## config.mk

```make
export PLATFORM = sky130hd
export DESIGN_NAME = ccrb_top
export DESIGN_NICKNAME = d
export VERILOG_FILES = /design/src/verilog/ccrb_pkg.sv /design/src/verilog/ccrb_top.sv
export SDC_FILE = /design/constraint.sdc
export NUM_CORES = 1
export LEC_CHECK = 0
export ABC_AREA = 1
export BUFFER_PORTS_ARGS = -buffer_cell sky130_fd_sc_hd__buf_2
export CORE_ASPECT_RATIO = 1.1
export CORE_MARGIN = 3
export CORE_UTILIZATION = 45
export DETAILED_ROUTE_END_ITERATION = 10
export GPL_ROUTABILITY_DRIVEN = 0
export PLACE_DENSITY = 0.67
export SLEW_MARGIN = 40
export SYNTH_ARGS = -nofsm -noshare
export SYNTH_HDL_FRONTEND = slang
export SYNTH_SLANG_ARGS = --single-unit
```

## constraint.sdc

```tcl
create_clock -name sys_clk -period 2.1 [get_ports sys_clk]
set_clock_uncertainty 0.15 [all_clocks]
set_input_delay 0.42 -clock sys_clk [delete_from_list [all_inputs] [get_ports sys_clk]]
set_output_delay 0.42 -clock sys_clk [all_outputs]
set_load 0.1 [all_outputs]
```

## src/verilog/ccrb_pkg.sv

```systemverilog
// Package for the converter configuration register bank.
// Assumes a word-addressed 16-bit register port.
package ccrb_pkg;

    // ****************************************
    // Register offsets (word addresses)
    // ****************************************
    localparam logic [5:0] PORT_CFG0_OFS     = 6'h01;
    localparam logic [5:0] PORT_CFG1_OFS     = 6'h02;
    localparam logic [5:0] MISC_WORD0_OFS    = 6'h03;
    localparam logic [5:0] MISC_WORD1_OFS    = 6'h04;
    localparam logic [5:0] MISC_WORD2_OFS    = 6'h05;
    localparam logic [5:0] BUF_WORD0_OFS     = 6'h06;
    localparam logic [5:0] BUF_WORD1_OFS     = 6'h07;
    localparam logic [5:0] BUF_WORD2_OFS     = 6'h08;
    localparam logic [5:0] P0_IN_LIMIT_OFS   = 6'h09;
    localparam logic [5:0] P0_OUT_LIMIT_OFS  = 6'h0a;
    localparam logic [5:0] P1_IN_LIMIT_OFS   = 6'h0b;
    localparam logic [5:0] P1_OUT_LIMIT_OFS  = 6'h0c;
    localparam logic [5:0] PHY_RSVD_OFS      = 6'h0d;
    localparam logic [5:0] STRAP_STAT_OFS    = 6'h3e;

    // ****************************************
    // Reset values
    // ****************************************
    localparam logic [15:0] PORT_CFG_RST     = 16'h104f;
    localparam logic [15:0] MISC_WORD0_RST   = 16'h0600;
    localparam logic [15:0] MISC_WORD1_RST   = 16'h0000;
    localparam logic [15:0] MISC_WORD2_RST   = 16'h0014;
    localparam logic [15:0] BUF_WORD0_RST    = 16'h0198;
    localparam logic [15:0] BUF_WORD1_RST    = 16'h0258;
    localparam logic [15:0] BUF_WORD2_RST    = 16'h0008;
    localparam logic [15:0] LIMIT_RST        = 16'h0000;
    localparam logic [15:0] PHY_RSVD_RST     = 16'h1a74;

    // Writable masks: reserved bits stay zero
    localparam logic [15:0] MISC_WORD1_WMASK = 16'hf7e0;
    localparam logic [15:0] MISC_WORD2_WMASK = 16'hffbf;

    // ****************************************
    // Field positions
    // ****************************************
    localparam int ADV_ALL_BIT    = 4;
    localparam int DUPLEX_BIT     = 3;
    localparam int SPEED_BIT      = 2;
    localparam int AUTONEG_BIT    = 1;
    localparam int PAUSE_BIT      = 0;
    localparam int CRC_OFF_BIT    = 15;
    localparam int CRS_OFF_BIT    = 14;
    localparam int MAXLEN_MSB     = 13;
    localparam logic [13:0] MAX_FRAME_CEIL = 14'h2400;
    localparam int LED_MODE_BIT   = 15;
    localparam int LED_TEST_BIT   = 14;
    localparam int HASH_CRC_BIT   = 13;
    localparam int PAUSE_POL_BIT  = 12;
    localparam int VLAN_REPL_BIT  = 10;
    localparam int EMU_FORCE_BIT  = 9;
    localparam int PREAMBLE_BIT   = 8;
    localparam int BACKOFF_BIT    = 7;
    localparam int DROP16_BIT     = 6;
    localparam int AGING_OFF_BIT  = 5;
    localparam int IRQ_POL_BIT    = 15;
    localparam int FAST_AGE_BIT   = 14;
    localparam int STRAP_INV_MSB  = 13;
    localparam int STRAP_INV_LSB  = 7;
    localparam int FAULT_MSB      = 5;
    localparam int FAULT_LSB      = 4;
    localparam int FPROP_OFF_BIT  = 3;
    localparam int SNOOP_OFF_BIT  = 2;
    localparam int LB_LED_BIT     = 1;
    localparam int LB_LINK_BIT    = 0;
    localparam int LIMIT_EN_BIT   = 15;

    // Fault reporting method encoding
    localparam logic [1:0] FAULT_OAM  = 2'h0;
    localparam logic [1:0] FAULT_FEFI = 2'h1;

endpackage

```

## src/verilog/ccrb_top.sv

```systemverilog
// Configuration register bank of a two-port fiber-to-copper converter.
// Assumes a same-clock register master: one-cycle strobes, read data
// the cycle after, and strap pins arriving asynchronously.
// Notes on behaviour
// - Port word bit 4 set advertises all four abilities, else follows settings.
// - Port word bit 3 picks duplex; 1 full, default full.
// - Port word bit 2 picks forced speed; 1 is 100M, default.
// - Port word bit 1 enables autonegotiation, default on; off uses forced mode.
// - Port word bit 0 enables pause ability, default on.
// - Misc0 bit 15 set turns frame CRC checking off.
// - Misc0 bit 14 set turns the carrier length check off.
// - Misc0 bits 13:0 give max frame bytes, default 1536, ceiling 9216.
// - Misc1 bit 15 picks copper LED behaviour while link is down.
// - Misc1 bit 14 lights all LEDs together during self test.
// - Misc1 bit 13 picks CRC hash instead of direct address bits.
// - Misc1 bit 12 keeps sending on pause when forced and pause off.
// - Misc1 bit 10 replaces received VLAN IDs 0 and 1 by default.
// - Misc1 bit 8 picks six preamble bytes instead of seven.
// - Misc1 bit 7 disables back-off; bit 6 drops after sixteen collisions.
// - Misc1 bit 5 disables aging; misc2 bit 14 selects fast aging.
// - Misc2 bit 15 picks interrupt pin level; default active low.
// - Misc2 bits 13 to 7 invert seven strap groups when set.
// - Misc2 bits 5:4 pick fault reporting: OAM, FEFI default, or off.
// - Misc2 bit 3 disables fault propagation; bit 2 disables snooping.
// - Misc2 bits 1 and 0 set copper LED and link during loopback.
// - Each port has ingress and egress limit words: enable and threshold.
// - Every register is one whole 16-bit word at one address.
//
// The plain strobed port was decided locally.
`timescale 1ns/1ps

module ccrb_top
    import ccrb_pkg::*;
#(
    parameter int ADDR_W = 6
) (
    // Clock, reset and enable
    input  wire logic              sys_clk,
    input  wire logic              rstn,
    input  wire logic              clk_en,
    // Register port
    input  wire logic [ADDR_W-1:0] reg_addr,
    input  wire logic [15:0]       reg_wdata,
    input  wire logic              reg_wr,
    input  wire logic              reg_rd,
    output logic      [15:0]       reg_rdata,
    // Strap pins, seven groups, raw
    input  wire logic [6:0]        strap_pins,
    // Internal event to present on the interrupt pin
    input  wire logic              irq_event,
    // Per-port link settings
    output logic      [1:0]        advert_all_abilities,
    output logic      [1:0]        duplex_select,
    output logic      [1:0]        speed_select,
    output logic      [1:0]        autoneg_enable,
    output logic      [1:0]        pause_ability_enable,
    // Frame checking
    output logic                   crc_check_off,
    output logic                   carrier_length_check_off,
    output logic      [13:0]       max_frame_bytes,
    // Switch behaviour
    output logic                   linkdown_led_mode,
    output logic                   led_test_all_on,
    output logic                   hash_use_crc,
    output logic                   pause_rx_stop_policy,
    output logic                   vlan_id_replace,
    output logic                   emulated_force_port0,
    output logic                   preamble_length_select,
    output logic                   backoff_off,
    output logic                   drop_after_collisions,
    output logic                   aging_off,
    output logic                   fast_aging,
    // Pins and converter mode
    output logic                   irq_pin,
    output logic      [6:0]        strap_effective,
    output logic      [1:0]        fault_report_method,
    output logic                   fault_propagate_off,
    output logic                   snoop_off,
    output logic                   copper_led_in_loopback,
    output logic                   copper_link_in_loopback,
    // Bandwidth limits, index 0 port0, 1 port1
    output logic      [1:0]        in_limit_en,
    output logic      [29:0]       in_limit_thresh,
    output logic      [1:0]        out_limit_en,
    output logic      [29:0]       out_limit_thresh
);

    // ****************************************
    // State
    // ****************************************
    typedef struct packed {
        logic [1:0][15:0] port_cfg;
        logic [15:0]      misc0;
        logic [15:0]      misc1;
        logic [15:0]      misc2;
        logic [1:0][15:0] in_lim;
        logic [1:0][15:0] out_lim;
        logic [6:0]       strap_s1;
        logic [6:0]       strap_s2;
        logic [15:0]      rdata;
        logic             irq;
        logic [6:0]       strap_eff;
    } ccrb_state_t;

    ccrb_state_t state_ff;
    ccrb_state_t nxt_state;

    // ****************************************
    // Next-state logic
    // ****************************************
    always_comb begin
        logic [15:0] rd;
        logic [13:0] len;
        rd  = 16'h0000;
        len = reg_wdata[MAXLEN_MSB:0];
        nxt_state = state_ff;
        // Two-flop synchroniser; only the second stage feeds logic
        nxt_state.strap_s1 = strap_pins;
        nxt_state.strap_s2 = state_ff.strap_s1;
        nxt_state.strap_eff = state_ff.strap_s2 ^
            state_ff.misc2[STRAP_INV_MSB:STRAP_INV_LSB];
        nxt_state.irq = state_ff.misc2[IRQ_POL_BIT] ?
            irq_event : ~irq_event;
        // Whole-word writes only; no byte lanes exist
        if (reg_wr) begin
            unique case (reg_addr)
                PORT_CFG0_OFS: nxt_state.port_cfg[0] = reg_wdata;
                PORT_CFG1_OFS: nxt_state.port_cfg[1] = reg_wdata;
                MISC_WORD0_OFS: begin
                    // Clamp to the ceiling so oversize logic never sees more
                    if (len > MAX_FRAME_CEIL) begin
                        len = MAX_FRAME_CEIL;
                    end
                    nxt_state.misc0 = {reg_wdata[15:14], len};
                end
                MISC_WORD1_OFS:
                    nxt_state.misc1 = reg_wdata & MISC_WORD1_WMASK;
                MISC_WORD2_OFS:
                    nxt_state.misc2 = reg_wdata & MISC_WORD2_WMASK;
                P0_IN_LIMIT_OFS:  nxt_state.in_lim[0]  = reg_wdata;
                P0_OUT_LIMIT_OFS: nxt_state.out_lim[0] = reg_wdata;
                P1_IN_LIMIT_OFS:  nxt_state.in_lim[1]  = reg_wdata;
                P1_OUT_LIMIT_OFS: nxt_state.out_lim[1] = reg_wdata;
                default: ;
            endcase
        end
        if (reg_rd) begin
            unique case (reg_addr)
                PORT_CFG0_OFS:    rd = state_ff.port_cfg[0];
                PORT_CFG1_OFS:    rd = state_ff.port_cfg[1];
                MISC_WORD0_OFS:   rd = state_ff.misc0;
                MISC_WORD1_OFS:   rd = state_ff.misc1;
                MISC_WORD2_OFS:   rd = state_ff.misc2;
                BUF_WORD0_OFS:    rd = BUF_WORD0_RST;
                BUF_WORD1_OFS:    rd = BUF_WORD1_RST;
                BUF_WORD2_OFS:    rd = BUF_WORD2_RST;
                P0_IN_LIMIT_OFS:  rd = state_ff.in_lim[0];
                P0_OUT_LIMIT_OFS: rd = state_ff.out_lim[0];
                P1_IN_LIMIT_OFS:  rd = state_ff.in_lim[1];
                P1_OUT_LIMIT_OFS: rd = state_ff.out_lim[1];
                PHY_RSVD_OFS:     rd = PHY_RSVD_RST;
                STRAP_STAT_OFS:   rd = {9'h000, state_ff.strap_eff};
                default:          rd = 16'h0000;
            endcase
        end
        nxt_state.rdata = rd;
    end

    // ****************************************
    // Registers
    // ****************************************
    always_ff @(posedge sys_clk or negedge rstn) begin
        if (!rstn) begin
            state_ff.port_cfg  <= {PORT_CFG_RST, PORT_CFG_RST};
            state_ff.misc0     <= MISC_WORD0_RST;
            state_ff.misc1     <= MISC_WORD1_RST;
            state_ff.misc2     <= MISC_WORD2_RST;
            state_ff.in_lim    <= {LIMIT_RST, LIMIT_RST};
            state_ff.out_lim   <= {LIMIT_RST, LIMIT_RST};
            state_ff.strap_s1  <= 7'h00;
            state_ff.strap_s2  <= 7'h00;
            state_ff.rdata     <= 16'h0000;
            // Interrupt idles inactive at the default low-active level
            state_ff.irq       <= 1'b1;
            state_ff.strap_eff <= 7'h00;
        end else if (clk_en) begin
            state_ff <= nxt_state;
        end
    end

    // ****************************************
    // Outputs, all straight from flops
    // ****************************************
    for (genvar p = 0; p < 2; p++) begin : g_port
        assign advert_all_abilities[p] =
            state_ff.port_cfg[p][ADV_ALL_BIT];
        assign duplex_select[p] =
            state_ff.port_cfg[p][DUPLEX_BIT];
        assign speed_select[p] =
            state_ff.port_cfg[p][SPEED_BIT];
        assign autoneg_enable[p] =
            state_ff.port_cfg[p][AUTONEG_BIT];
        assign pause_ability_enable[p] =
            state_ff.port_cfg[p][PAUSE_BIT];
        assign in_limit_en[p] =
            state_ff.in_lim[p][LIMIT_EN_BIT];
        assign in_limit_thresh[p*15 +: 15] =
            state_ff.in_lim[p][14:0];
        assign out_limit_en[p] = state_ff.out_lim[p][LIMIT_EN_BIT];
        assign out_limit_thresh[p*15 +: 15] = state_ff.out_lim[p][14:0];
    end

    assign crc_check_off            = state_ff.misc0[CRC_OFF_BIT];
    assign carrier_length_check_off = state_ff.misc0[CRS_OFF_BIT];
    assign max_frame_bytes          = state_ff.misc0[MAXLEN_MSB:0];
    assign linkdown_led_mode        = state_ff.misc1[LED_MODE_BIT];
    assign led_test_all_on          = state_ff.misc1[LED_TEST_BIT];
    assign hash_use_crc             = state_ff.misc1[HASH_CRC_BIT];
    assign pause_rx_stop_policy     = state_ff.misc1[PAUSE_POL_BIT];
    assign vlan_id_replace          = state_ff.misc1[VLAN_REPL_BIT];
    assign emulated_force_port0     = state_ff.misc1[EMU_FORCE_BIT];
    assign preamble_length_select   = state_ff.misc1[PREAMBLE_BIT];
    assign backoff_off              = state_ff.misc1[BACKOFF_BIT];
    assign drop_after_collisions    = state_ff.misc1[DROP16_BIT];
    assign aging_off                = state_ff.misc1[AGING_OFF_BIT];
    assign fast_aging               = state_ff.misc2[FAST_AGE_BIT];
    assign irq_pin                  = state_ff.irq;
    assign strap_effective          = state_ff.strap_eff;
    assign fault_report_method      =
        state_ff.misc2[FAULT_MSB:FAULT_LSB];
    assign fault_propagate_off      = state_ff.misc2[FPROP_OFF_BIT];
    assign snoop_off                = state_ff.misc2[SNOOP_OFF_BIT];
    assign copper_led_in_loopback   = state_ff.misc2[LB_LED_BIT];
    assign copper_link_in_loopback  = state_ff.misc2[LB_LINK_BIT];
    assign reg_rdata                = state_ff.rdata;

endmodule

```

==> results.md <==
* Status: complete, no violations
* Row cnt at 53
* Crit start category: flop
* Multi-input gate area at 3301 µm²
* Crit path DAT at 1440 ps
* List of most frequent post-synthesis cells: nand2_1 (358), dfrtp_1 (158), buf_4 (123)
* I/O pins at 166
* Syn Inst Count at 1,097
* Final core occ at 51.67%
* CTS resizes at 0
* Slowest cell on crit path: dfstp_2
* Final setup TNS at 0 ps
* Antenna violations before repair at 0
* Synth top area share at 43.86%
* Fmax at 496.5 MHz
* CP max stage delay at 570 ps
* Clock root buffer: clkbuf_16
* Vias at 7,500
* Total GRT Usage at 25.64%
* Syn_area_per_cell at 8.217 µm²
* Initial Utilization at 46.55%
* Slew headroom at 62.34%
* Setup Fix Bufs, Post-CTS at 0
* Endpoints failing setup at 0
* Ratio of cells with drive above 1 in the final layout at 24.83%
* Final Power at 0.009361 W
* Critical Path RT at 1530 ps
* EDFF count, synth at 0
* Die extent in y at 154.4 µm
* Insertion delay to the later sink of the worst-skew pair at 440 ps
* First-pass GRT wire length at 42,530 µm
* Peak VDD IR at 0.5219 mV
* # diodes at 0
* Syn nets at 1,132
* Power Density at 935.5 nW/µm²
* PortBufs at 165
* H-tree depth at 4
* Largest net degree at the start of global routing at 53
* Max FO, Critical Path at 3
* Leak at 5.381 nW
* Final Max Tran Viols at 0
* Sink Count at 175
* Crit path from: duplex_select[1]
* Smallest hold slack at 36.91 ps
* Vias in the first global route at 7,230
* Total die area at 21,770 µm²
* Crit path kind: flop to primary output
* HP Start: strap_pins[2]
* DRT iter0 DRCs at 879
* Drt drc at 0
* Seq/Total Area, Yosys at 48.82%
* Core area at 19,360 µm²
* Post-Syn Area at 9014 µm²
* CTS Buf Count at 17
* Yosys top cell by area: dfrtp_1
* Synth Flop Type: dfrtp_1
* Fraction of registers with async set/reset at 100.0%
* Post-layout min period at 2014 ps
* Reg-to-Reg Start: max_frame_bytes[9]
* Main area contributors after synthesis: dfrtp_1 (44%), nand2_1 (15%), buf_4 (10%)
* CP bufs+invs at 1
* Crit path max-delay family: flip-flops
* Final wirelength at 27,390 µm
* CTS tree: done
* Most common cell in the synthesized netlist: nand2_1
* CTS Buffer Depth at 2
* Hold Path Stages at 3
* Reg2reg setup slack at 730 ps
* Slew @ Worst Pin at 564.3 ps
* CTS Hold Bufs at 1
* Number of fill cells at 1,878
* RSZ-0062 raised after global routing: false
* Area delta synth->final at 11.01%
* DRT antenna net count at 0
* # nets final at 1,186
* Overall die width at 140.9 µm
* Drt wl/cell at 19.41 µm
* R2r worst-path depth at 6
* DP HPWL at 20,260 µm
* Hold Path Sink: nxt_state[26]
* FF-to-FF End: reg_rdata[9]
* Pre-antenna DRT Iters at 5
* Register area at 4400 µm²
* Hold WC Path Type: input port to flop
* Clock-pin slew of the registers on the worst-case setup and hold paths at 70 ps
* Ys Warns at 0
* Final Hold Vio Count at 0
* Max-Cap Viols at 0
* Remaining global-route overflow at 0
* Vias per cell at 5.315
* Synthesis-stage register bit count at 175
* Cell variety after synth at 31
* Crit share post-route at 95.91%
* Setup crit end kind: primary output
* Crit-path cells: buf_2
==> layout make-up <==
type / instances / area share, %
inverters: 36 / 1.351
well taps: 247 / 3.089
repair buffers: 203 / 12.69
clock buffers: 20 / 4.564
multi-input cells: 718 / 32.99
flip-flops and latches: 175 / 43.98
clock inverters: 12 / 1.338
==> stage by stage <==
| stage | setup slack [ps] | instances | instance area (µm²) |
|---|---|---|---|
| finish | 85.89 | 1411 | 10010 |
| global route | 54.73 | 1411 | 10010 |
| CTS | 78.20 | 1411 | 10010 |
| detailed placement | 0.2449 | 1378 | 9405 |
| global placement | 40.41 | 1378 | 9405 |
| floorplan | 499.9 | 1097 | 9014 |
==> sequential cells by signal (all words and copies together), names as in the netlist, 7 cells and up <==
name and flops:
max_frame_bytes 14, out_limit_thresh 30, state_ff 37, nxt_state 7, in_limit_thresh 30, strap_effective 7
reg_rdata 16
==> worst max-delay path by stage <==
| stage | end | slack [ps] | cells after the start |
|---|---|---|---|
| finish | duplex_select[1] | 90 | 1 |
| global route | duplex_select[1] | 50 | 1 |
| CTS | duplex_select[1] | 80 | 1 |
| detailed placement | vlan_id_replace | 0.2 | 6 |
| global placement | backoff_off | 40 | 6 |
| floorplan | reg_rdata[5] | 500 | 6 |
==> cells in the final DEF, fill, tap and decap left out, types with 5 or more instances in the layout <==
cell / Yosys / final
buf_12: 0 / 12
buf_2: 19 / 164
buf_4: 123 / 25
clkbuf_16: 0 / 17
dfrtp_1: 158 / 158
dfstp_2: 17 / 17
inv_1: 29 / 29
inv_2: 7 / 7
nand2_1: 358 / 358
nand2_2: 5 / 5
nand3_1: 116 / 116
nand4_1: 25 / 25
nor2_1: 45 / 44
nor2_2: 6 / 7
nor2_4: 8 / 8
o21ai_0: 63 / 63
o21ai_1: 64 / 64
o21ai_2: 6 / 6
xnor2_1: 7 / 7
==> per-layer routing <==
layer	vias to the layer above	share of wire [%]	track usage, %
li1	3569	-	-
met1	3529	43	36.68
met2	345	44	37.16
met3	57	8.8	6.122
met4	0	4.3	11.31
met5	-	0	0
==> report_power, final <==
group	switching, W	internal, W
Sequential	0.000247	0.00365
Clock	0.00135	0.00182
Combinational	0.00193	0.000355
Total	0.00353	0.00583
==> cells by family after synthesis <==
group / Yosys count / share of synthesized area (%)
simple gates: 574 / 27.97
buf+inv: 204 / 14.59
flops: 175 / 48.82
compound gates: 136 / 7.843
xor+xnor: 8 / 0.7774
Power figures use the tool's default switching activity.
